**src/hdl/hnd_cfg.svh**
```systemverilog
// Constants of the queued command dispatch and recovery block
// What this block does
// ERR clear to idle, ERR set to reset
// Reset state sends log page read
// Wait for DRQ set, BSY clear
// Any detection method for that condition
// Receive sense data, then error flush
// Flush retires failed command, back idle
// Flush frees every allocated tag
// Pending commands error-completed or reissued
// Idle awaits command, interrupt, free tag
// Untagged command and free tag: preset
// Tagged command, BSY clear, no data: issue
// Drive interrupt goes to interrupt service
// Otherwise stay idle
// Preset assigns tag, sets its SActive bit
// Issue sends command; deferred stays unissued
// Service reads status, keeps captured copy
// Retire cleared tags, update copy, then test
// Priority: interrupt, issue, then preset
// Thirty-two tags, free, assigned or issued
`ifndef HND_CFG_SVH
`define HND_CFG_SVH
// Register byte offsets
`define HND_REG_CTRL 8'h00
`define HND_REG_STAT 8'h04
`define HND_REG_MASK 8'h08
`define HND_REG_STATE 8'h0C
`define HND_REG_SACT 8'h10
`define HND_REG_CAPT 8'h14
// Control fields and reset value
`define HND_CTRL_EN 0
`define HND_CTRL_REISSUE 1
`define HND_CTRL_RST 2'h0
// Event bits of status and mask
`define HND_EV_CMPL 0
`define HND_EV_ERR 1
`define HND_EV_FLUSH 2
`define HND_EV_RST 3'h0
// Drive status bits
`define HND_ST_ERR 0
`define HND_ST_DRQ 3
`define HND_ST_BSY 7
// Error log page requested on recovery
`define HND_LOG_PAGE 8'h10
`endif

```
**src/hdl/hnd_pkg.sv**
```systemverilog
// Types of the queued command dispatch and recovery block
package hnd_pkg;
	// Controller states, one-hot
	typedef enum logic [10:0] {
		queue_idle_state = 11'h001,
		tag_preset_state = 11'h002,
		command_issue_state = 11'h004,
		interrupt_service_state = 11'h008,
		cmp_check_state = 11'h010,
		cmp_retire_state = 11'h020,
		error_test_state = 11'h040,
		queue_reset_state = 11'h080,
		cleanup_wait_state = 11'h100,
		sense_receive_state = 11'h200,
		error_flush_state = 11'h400
	} hnd_state_type;
	// Per-tag condition
	typedef enum logic [1:0] {
		tag_free = 2'h0,
		tag_assigned = 2'h1,
		tag_issued = 2'h2
	} hnd_tag_type;
endpackage

```
**src/hdl/hnd_dispatch.sv**
```systemverilog
// Queued command dispatch and error recovery controller
//
// Added by the designer: the AHB-Lite register port and the register addresses.
`include "hnd_cfg.svh"
`timescale 1ns/1ps
`default_nettype none
module hnd_dispatch (
	input wire logic ref_clk,
	input wire logic rst,
	input wire logic hsel,
	input wire logic [31:0] haddr,
	input wire logic [1:0] htrans,
	input wire logic hwrite,
	input wire logic [2:0] hsize,
	input wire logic [31:0] hwdata,
	input wire logic hready,
	output logic hreadyout,
	output logic hresp,
	output logic [31:0] hrdata,
	output logic irq,
	input wire logic cmd_valid,
	input wire logic cmd_write,
	output logic cmd_ready,
	input wire logic dev_intr,
	input wire logic [7:0] dev_status,
	input wire logic [31:0] dev_sactive,
	input wire logic fpdma_phase,
	output logic status_rd,
	output logic tx_valid,
	input wire logic tx_accept,
	output logic tx_log,
	output logic tx_write,
	output logic [4:0] tx_tag,
	output logic [7:0] tx_page,
	input wire logic pio_done,
	input wire logic [4:0] sense_tag,
	output logic sact_set,
	output logic [4:0] sact_set_tag,
	output logic [31:0] retire_vec,
	output logic retire_err,
	output logic retire_reissue,
	output logic fail_valid,
	output logic [4:0] fail_tag,
	output logic [7:0] fail_status
);
	import hnd_pkg::*;

	hnd_state_type state_q, state_d; // Controller state
	hnd_tag_type tag_q [32]; // Tag pool
	logic [31:0] wr_q; // Direction per tag
	logic [31:0] alloc, asg_vec, iss_vec, done_vec; // Pool views
	logic [31:0] sact_copy_q; // Stored SActive copy
	logic [7:0] capt_q; // captured_status_copy
	logic [4:0] sel_tag_q; // Tag in work
	logic [4:0] sense_q; // Failed tag from sense data
	logic wait_valid_q, wait_wr_q; // Command awaiting a tag
	logic want_issue, want_preset, en;
	logic [1:0] ctrl_q; // Enable, reissue mode
	logic [2:0] stat_q, mask_q, ev; // Interrupt registers
	logic dp_valid_q, dp_write_q; // Bus data phase
	logic [7:0] dp_addr_q;

	// Lowest set bit index
	function automatic logic [4:0] lowest(input logic [31:0] v);
		logic [4:0] r;
		r = 5'h00;
		for (int i = 31; i >= 0; i--) begin
			if (v[i]) begin
				r = 5'(i);
			end
		end
		return r;
	endfunction

	// Pool views
	always_comb begin
		for (int i = 0; i < 32; i++) begin
			alloc[i] = tag_q[i] != tag_free;
			asg_vec[i] = tag_q[i] == tag_assigned;
			iss_vec[i] = tag_q[i] == tag_issued;
		end
	end

	// Tags the drive has newly cleared
	assign done_vec = sact_copy_q & ~dev_sactive & iss_vec;
	assign en = ctrl_q[`HND_CTRL_EN];
	assign want_preset = wait_valid_q & ~&alloc;
	// Status may be polled or interrupt-led; plain level check here
	assign want_issue = |asg_vec & ~dev_status[`HND_ST_BSY] & ~fpdma_phase;

	// Next state
	always_comb begin
		state_d = state_q;
		case (state_q)
			queue_idle_state: begin
				if (en && dev_intr) begin
					state_d = interrupt_service_state;
				end else if (en && want_issue) begin
					state_d = command_issue_state;
				end else if (en && want_preset) begin
					state_d = tag_preset_state;
				end
			end
			tag_preset_state: state_d = queue_idle_state;
			command_issue_state: state_d = queue_idle_state;
			interrupt_service_state: state_d = cmp_check_state;
			cmp_check_state: begin
				// Retire before the error test
				state_d = |done_vec ? cmp_retire_state : error_test_state;
			end
			cmp_retire_state: state_d = error_test_state;
			error_test_state: begin
				if (capt_q[`HND_ST_ERR]) begin
					state_d = queue_reset_state;
				end else begin
					state_d = queue_idle_state;
				end
			end
			queue_reset_state: state_d = cleanup_wait_state;
			cleanup_wait_state: begin
				if (dev_status[`HND_ST_DRQ] && !dev_status[`HND_ST_BSY]) begin
					state_d = sense_receive_state;
				end
			end
			sense_receive_state: begin
				if (pio_done) begin
					state_d = error_flush_state;
				end
			end
			error_flush_state: state_d = queue_idle_state;
			default: state_d = queue_idle_state;
		endcase
	end

	// State register
	always_ff @(posedge ref_clk or posedge rst) begin
		if (rst) begin
			state_q <= queue_idle_state;
		end else begin
			state_q <= state_d;
		end
	end

	// Tag chosen while idle
	always_ff @(posedge ref_clk or posedge rst) begin
		if (rst) begin
			sel_tag_q <= 5'h00;
		end else if (state_q == queue_idle_state) begin
			sel_tag_q <= want_issue ? lowest(asg_vec) : lowest(~alloc);
		end
	end

	// Tag pool updates
	always_ff @(posedge ref_clk or posedge rst) begin
		if (rst) begin
			for (int i = 0; i < 32; i++) begin
				tag_q[i] <= tag_free;
			end
			wr_q <= 32'h0;
		end else begin
			case (state_q)
				tag_preset_state: begin
					tag_q[sel_tag_q] <= tag_assigned;
					wr_q[sel_tag_q] <= wait_wr_q;
				end
				command_issue_state: begin
					if (tx_accept) begin
						tag_q[sel_tag_q] <= tag_issued;
					end
				end
				cmp_retire_state: begin
					for (int i = 0; i < 32; i++) begin
						if (done_vec[i]) begin
							tag_q[i] <= tag_free;
						end
					end
				end
				error_flush_state: begin
					for (int i = 0; i < 32; i++) begin
						tag_q[i] <= tag_free;
					end
				end
				default: begin
				end
			endcase
		end
	end

	// Stored SActive copy
	always_ff @(posedge ref_clk or posedge rst) begin
		if (rst) begin
			sact_copy_q <= 32'h0;
		end else if (state_q == tag_preset_state) begin
			sact_copy_q[sel_tag_q] <= 1'b1;
		end else if (state_q == cmp_retire_state) begin
			sact_copy_q <= dev_sactive;
		end else if (state_q == error_flush_state) begin
			sact_copy_q <= 32'h0;
		end
	end

	// Command waiting for a tag
	always_ff @(posedge ref_clk or posedge rst) begin
		if (rst) begin
			wait_valid_q <= 1'b0;
			wait_wr_q <= 1'b0;
		end else if (cmd_valid && cmd_ready) begin
			wait_valid_q <= 1'b1;
			wait_wr_q <= cmd_write;
		end else if (state_q == tag_preset_state) begin
			wait_valid_q <= 1'b0;
		end
	end

	// Captured status and failed tag
	always_ff @(posedge ref_clk or posedge rst) begin
		if (rst) begin
			capt_q <= 8'h00;
			sense_q <= 5'h00;
		end else begin
			if (state_q == interrupt_service_state) begin
				capt_q <= dev_status;
			end
			if (state_q == sense_receive_state && pio_done) begin
				sense_q <= sense_tag;
			end
		end
	end

	// Retirement reports, one cycle after the state
	always_ff @(posedge ref_clk or posedge rst) begin
		if (rst) begin
			retire_vec <= 32'h0;
			retire_err <= 1'b0;
			retire_reissue <= 1'b0;
			fail_valid <= 1'b0;
			fail_tag <= 5'h00;
			fail_status <= 8'h00;
		end else begin
			retire_vec <= 32'h0;
			retire_err <= 1'b0;
			retire_reissue <= 1'b0;
			fail_valid <= 1'b0;
			if (state_q == cmp_retire_state) begin
				retire_vec <= done_vec;
			end else if (state_q == error_flush_state) begin
				retire_vec <= alloc & ~(32'h1 << sense_q);
				retire_err <= ~ctrl_q[`HND_CTRL_REISSUE];
				retire_reissue <= ctrl_q[`HND_CTRL_REISSUE];
				fail_valid <= 1'b1;
				fail_tag <= sense_q;
				fail_status <= capt_q;
			end
		end
	end

	// Handshakes toward the link and the upper layer
	assign cmd_ready = ~wait_valid_q;
	assign status_rd = state_q == interrupt_service_state;
	assign tx_valid = state_q == command_issue_state || state_q == queue_reset_state;
	assign tx_log = state_q == queue_reset_state;
	assign tx_page = `HND_LOG_PAGE;
	assign tx_tag = sel_tag_q;
	assign tx_write = wr_q[sel_tag_q];
	assign sact_set = state_q == tag_preset_state;
	assign sact_set_tag = sel_tag_q;

	// Interrupt events
	assign ev[`HND_EV_CMPL] = state_q == cmp_retire_state;
	assign ev[`HND_EV_ERR] = state_q == error_test_state && capt_q[`HND_ST_ERR];
	assign ev[`HND_EV_FLUSH] = state_q == error_flush_state;
	assign irq = |(stat_q & mask_q);

	// Bus address phase capture
	always_ff @(posedge ref_clk or posedge rst) begin
		if (rst) begin
			dp_valid_q <= 1'b0;
			dp_write_q <= 1'b0;
			dp_addr_q <= 8'h00;
		end else if (hready) begin
			dp_valid_q <= hsel & htrans[1] & (hsize == 3'h2);
			dp_write_q <= hwrite;
			dp_addr_q <= haddr[7:0];
		end
	end

	// Control and mask registers
	always_ff @(posedge ref_clk or posedge rst) begin
		if (rst) begin
			ctrl_q <= `HND_CTRL_RST;
			mask_q <= `HND_EV_RST;
		end else if (dp_valid_q && dp_write_q) begin
			if (dp_addr_q == `HND_REG_CTRL) begin
				ctrl_q <= hwdata[1:0];
			end
			if (dp_addr_q == `HND_REG_MASK) begin
				mask_q <= hwdata[2:0];
			end
		end
	end

	// Sticky status, write one to clear, set wins
	always_ff @(posedge ref_clk or posedge rst) begin
		if (rst) begin
			stat_q <= `HND_EV_RST;
		end else if (dp_valid_q && dp_write_q && dp_addr_q == `HND_REG_STAT) begin
			stat_q <= (stat_q & ~hwdata[2:0]) | ev;
		end else begin
			stat_q <= stat_q | ev;
		end
	end

	// Read data mux of registers
	always_comb begin
		hrdata = 32'h0;
		if (dp_valid_q && !dp_write_q) begin
			case (dp_addr_q)
				`HND_REG_CTRL: hrdata = {30'h0, ctrl_q};
				`HND_REG_STAT: hrdata = {29'h0, stat_q};
				`HND_REG_MASK: hrdata = {29'h0, mask_q};
				`HND_REG_STATE: hrdata = {21'h0, state_q};
				`HND_REG_SACT: hrdata = sact_copy_q;
				`HND_REG_CAPT: hrdata = {24'h0, capt_q};
				default: hrdata = 32'h0;
			endcase
		end
	end
	assign hreadyout = 1'b1;
	assign hresp = 1'b0;
endmodule
`default_nettype wire

```
**config.mk**
```make
export PLATFORM = sky130hd
export DESIGN_NAME = hnd_dispatch
export DESIGN_NICKNAME = d
export VERILOG_FILES = /design/src/hdl/hnd_pkg.sv /design/src/hdl/hnd_dispatch.sv
export VERILOG_INCLUDE_DIRS = /design/src /design/src/hdl
export SDC_FILE = /design/constraint.sdc
export NUM_CORES = 1
export LEC_CHECK = 0
export ABC_AREA = 1
export BUFFER_PORTS_ARGS = -buffer_cell sky130_fd_sc_hd__buf_4
export CAP_MARGIN = 20
export CORE_UTILIZATION = 40
export CTS_CLUSTER_SIZE = 14
export DETAILED_ROUTE_END_ITERATION = 6
export PLACE_DENSITY_LB_ADDON = 0.08
export SLEW_MARGIN = 5
export SYNTH_ARGS = -nofsm -noshare
export SYNTH_HDL_FRONTEND = slang
export SYNTH_SLANG_ARGS = --single-unit
```
**constraint.sdc**
```tcl
create_clock -name ref_clk -period 8.3 [get_ports ref_clk]
set_clock_uncertainty 0.15 [all_clocks]
set_input_delay 1.66 -clock ref_clk [delete_from_list [all_inputs] [get_ports ref_clk]]
set_output_delay 1.66 -clock ref_clk [all_outputs]
set_load 0.01 [all_outputs]
```
# After elaboration in Yosys (flattened, before gate mapping)
# Cells that the tools add are included.
# totals
output_inout_bits	107
ff_bits	225
elab_cells	425
input_bits	125
# classes
eq_ne	117
n_bitwise	29
magnitude_cmp	4
mux	130
reduce_logical	92
shift	1
# op_table
operator	count
two-way mux 5 bit	65
one-hot mux 64 bit (4 select lines)	1
two-way mux 32 bit	6
one-hot mux 32 bit (6 select lines)	1
bitwise AND 32 bit	5
NOT 32 bit	5
AND reduction 3 bit	33
OR 32 bit	3
one-hot mux 11 bit (8 select lines)	1
!= test 2 bit, second input constant	35
two-way mux 2 bit	33
nonzero test 2 bit	33
equality test 2 x 1 -> 1 bit, second input constant	32
equality test 2 bit, second input constant	32
two-way mux 64 bit	1
OR reduction 32 bit	2
two-way mux 11 bit	5
bitwise mux 32 bit	1
AND reduction 32 bit	1
left shift 1 x 5 -> 32 bit, first input constant	1
equality test 8 x 4 -> 1 bit, second input constant	2
equality test 8 x 5 -> 1 bit, second input constant	2
logical AND 1 bit	12
equality test 11 x 1 -> 1 bit, second input constant	1
other kinds (37)	60

# Logic depth before layout (Yosys ltp)
# logic_depth
depth_word	35
ltp_mapped	36
mapped_depth_nobuf	36

# Worst setup path before layout
# OpenSTA, ideal clock, no wires.
# synth_path
path_kind	reg-to-output
from	register dp_addr_q[0]
to	output port hrdata[11]
n_path_buf	2
arrival_time_ps	1559
path_stages_with_launch	10
setup_slack_ps	4931
path_cell_list	dfrtp_1 -> nor2_1 -> inv_1 -> nor2_1 -> inv_1 -> nor2_1 -> nand2_1 -> clkbuf_1 -> clkbuf_1 -> nor3_1
# synth_via
elab_chain_cells	3
# synth_rtl
element	line	rtl
from (decl)	hnd_dispatch.sv:61	logic [7:0] dp_addr_q;
from (signal assigned)	hnd_dispatch.sv:283	dp_addr_q <= haddr[7:0];
equality test 8 x 5 -> 1 bit, or another cell as far along	hnd_dispatch.sv:317	case (dp_addr_q)
one-hot mux 32 bit (6 select lines) *	hnd_dispatch.sv:317	
two-way mux 32 bit *	hnd_dispatch.sv:316	if (dp_valid_q && !dp_write_q) begin
to (decl)	hnd_dispatch.sv:19	output logic [31:0] hrdata,
# Every way passes the cells marked *; elsewhere a longest branch is shown, timed or not.

# Worst setup path in the final report
# layout_path
from	register sel_tag_q[0] (netlist: sact_set_tag[0])
to	output port tx_write
# layout_via
elab_chain_cells	2
# layout_rtl
element	line	rtl
from (decl)	hnd_dispatch.sv:54	logic [4:0] sel_tag_q;
from (signal assigned)	hnd_dispatch.sv:149	sel_tag_q <= want_issue ? lowest(asg_vec) : lowest(~alloc);
binary-select mux 1 bit (select 5 bit)	hnd_dispatch.sv:264	assign tx_write = wr_q[sel_tag_q];
two-way mux 1 bit (not written as such)	hnd_dispatch.sv:264	
to (decl)	hnd_dispatch.sv:32	output logic tx_write,
# No other way between the ends. The select of a mux whose other input is x is not followed.

==> out/results.txt <==
Yosys reg bits: 225
Slew Viols, Final: 0
Storage cell area: 5630 um^2
Setup crit start kind: register
Most frequent cell after synthesis: nand2_1
HP Class: reg -> reg
HPWL Detailed: 32.0 mm
Top delay family on crit path: simple AND/OR/NAND/NOR gates
Yosys cell types: 42
Max-cap viol count: 0
Crit path required time: 6.49 ns
Top area cells in the synthesized netlist: dfrtp_1 46%, nand2_1 12%, nor2_1 8.2%
Die width: 177 um
Critical Path AT: 3.22 ns
Setup slack, reg-to-reg: 4.49 ns
Reg clk slew, reported paths: 0.06 ns
Crit-path max cell delay: 0.55 ns
Slowest-stage cell, CP: nand2_1
Final Hold Violating Endpoints: 0
Number of global-route vias before repair: 11.3k
Setup bufs post-CTS: 0
Post-CTS Hold Buffers: 0
Post-synth EDFFs: 0
Remaining DRCs: 0
Hold Crit Start: ctrl_q[1]$_DFFE_PP0P_
Status: finished, final reports clean
PD cells: 286 nW/um^2
Initial antenna violation count: 0
Die Ht: 177 um
CTS tree: yes
Via count: 12.2k
Largest net degree at the start of global routing: 91
Worst Max-Slew Pin Slew: 1.17 ns
Tcrit/Tclk final: 0.606
Async S/R FF share, synth: 1.00
Detail Route Antenna Nets: 0
Share of cells above drive strength 1: 0.143
Cell Rows: 63
Top cell by count, worst path: nand2_1
Fillers: 3055
H-tree levels: 1
Critical path class: reg -> out
Pre-antenna DRT Iters: 5
# resized after CTS: 0
Global-route wire length before repair: 66.6 mm
Worst-Skew Late Latency: 0.55 ns
R2r startpoint: state_q[0]$_DFFE_PP1P_
Synth cell count leaders: 398 x nand2_1, 267 x nor2_1, 248 x inv_1
CP endpoint kind: output pin
Max FO, Critical Path: 9
Worst r2r dst: tag_q[32]$_DFFE_PP0P_
Slew Limit Headroom: 0.214
Top-area cell type share of the netlist area: 0.458
Synth warn: 0
Maximum clock insertion buffer count: 3
GPL Wtd Cong: 0.918
TritonCTS Sinks: 225
F_max: 199 MHz
Final setup fails: 0
Num CTS Buffers: 27
Fin Setup TNS: 0 ns
Netlist Area Pre-Place: 12200 um^2
Setup crit start: sact_set_tag[0]$_DFFE_PP0N_
Starting Density: 0.410
Area of the core: 29900 um^2
DR WL/cell: 20.1 um
Min-Delay Endpoint: retire_err$_DFF_PP0_
CTS Root Cell: clkbuf_16
# IOs: 232
Ant. Diodes: 0
Worst vdd ir: 165 uV
Iteration-0 DRC Markers: 1409
Worst hold path depth: 1
Vias per cell: 5.49
Grt ovf: 0
Worst Path Buf+Inv: 2
Layout overhead on the synthesized area: 19.6%
Minimum clock period: 5.03 ns
Drt total wl: 44.8 mm
Tot GR Track Use: 0.285
P_leak: 7.54 nW
Synthesized area per cell: 7.34 um^2
Area leader, netlist: dfrtp_1
DIE AREA: 31300 um^2
Crit-path cells: nand2_1 > inv_1 > a22oi_1 > a21oi_1 > nor4_1 > nand2_1 > buf_4
Syn Inst Count: 1668
Ys flop type: dfrtp_1
Number of port buffers: 167
RSZ-0062 raised after global routing: no
Nets: 1941
Sequential element share of the synthesized area: 0.460
DP Cell Count: 2177
Non-filler cells, final: 2224
FF-to-FF path depth: 15
Area of the multi-input gates: 5320 um^2
layer usage:
layer  GRT usage  vias up  wire length (um)
met5           0        -                 0
met4      0.0844        0              1160
met3      0.0485       80              4120
met2       0.425      612             19300
met1       0.420     5800             20200
li1            -     5717                 -
worst register-to-register path, stage by stage, from the launching register on:
cell and delay [ns]:
dfstp_2 0.54, nor2_1 0.05, inv_2 0.07, nor2_1 0.07
inv_2 0.07, nor3_1 0.04, nand2_1 0.06, buf_4 0.55
nand2_1 0.16, nor2_1 0.15, clkinv_2 0.58, o22ai_2 0.28
buf_4 0.53, nor2_1 0.18, nand2_1 0.12, a32oi_1 0.06
area by class of cell:
class                   instances  share of cell area
clock inverters                10             0.00735
repair buffers                180              0.0923
inverters                     265              0.0686
multi-input cells            1117               0.363
flip-flops and latches        225               0.384
clock buffers                  37              0.0507
well taps                     390              0.0333
where the power goes:
part | leakage (nW) | switching [mW] | internal, mW
combinational | 4.58 | 1.04 | 0.454
clock | 0.411 | 0.484 | 0.684
sequential | 2.55 | 0.180 | 1.36
registers in the layout, indices dropped and copies added (netlist names):
register        count
dp_write_q          1
fail_tag            5
retire_vec         32
tag_q              64
wr_q               32
sact_set_tag        5
fail_status         8
sense_q             5
stat_q              3
ctrl_q              2
state_q            11
dp_addr_q           8
mask_q              3
fail_valid          1
capt_q              8
wait_valid_q        1
wait_wr_q           1
sact_copy_q        32
retire_reissue      1
dp_valid_q          1
retire_err          1
how the worst max path moves through the flow:
stage	endpoint	slack, ns	depth (start not counted)
global route	tx_write	3.24	8
finish	tx_write	3.27	7
detailed placement	tx_write	3.91	7
CTS	tx_write	3.32	7
global placement	tx_write	3.89	7
floorplan	capt_q[0]$_DFFE_PP0P_	0.33	1
cell families (layout without fill, tap and decap cells):
kind of cell    count (synthesis)  in the layout  share of synthesized area
simple gates                  817            817                      0.274
buf+inv                       334            492                      0.109
compound gates                287            287                      0.153
flops                         225            225                      0.460
mux                             3              3                    0.00276
other cells                     2             10                   0.000613
cell usage in the layout, fill, tap and decap left out, types with 15 or more instances in the layout:
master	instances
nand2_1	398
nor2_1	267
inv_1	247
dfrtp_1	224
buf_4	180
o21ai_0	101
a32oi_1	64
nor4_1	47
nor3_1	43
a21oi_1	34
o211ai_1	34
nand3_1	33
clkbuf_16	27
a22oi_1	18
nor2_2	15
metrics by stage:
step	cell area [um^2]	hold slack [ns]	total power [mW]	util	setup WS, ns
after floorplan	12300	0.276	2.47	-	0.329
after global placement	13800	0.295	3.00	0.462	3.89
after detailed placement	13800	0.305	3.02	0.462	3.91
after CTS	14600	0.315	4.19	0.490	3.32
after global routing	14600	0.356	4.42	0.490	3.24
final	14600	0.320	4.19	0.490	3.27
Power figures use the tool's default switching activity.
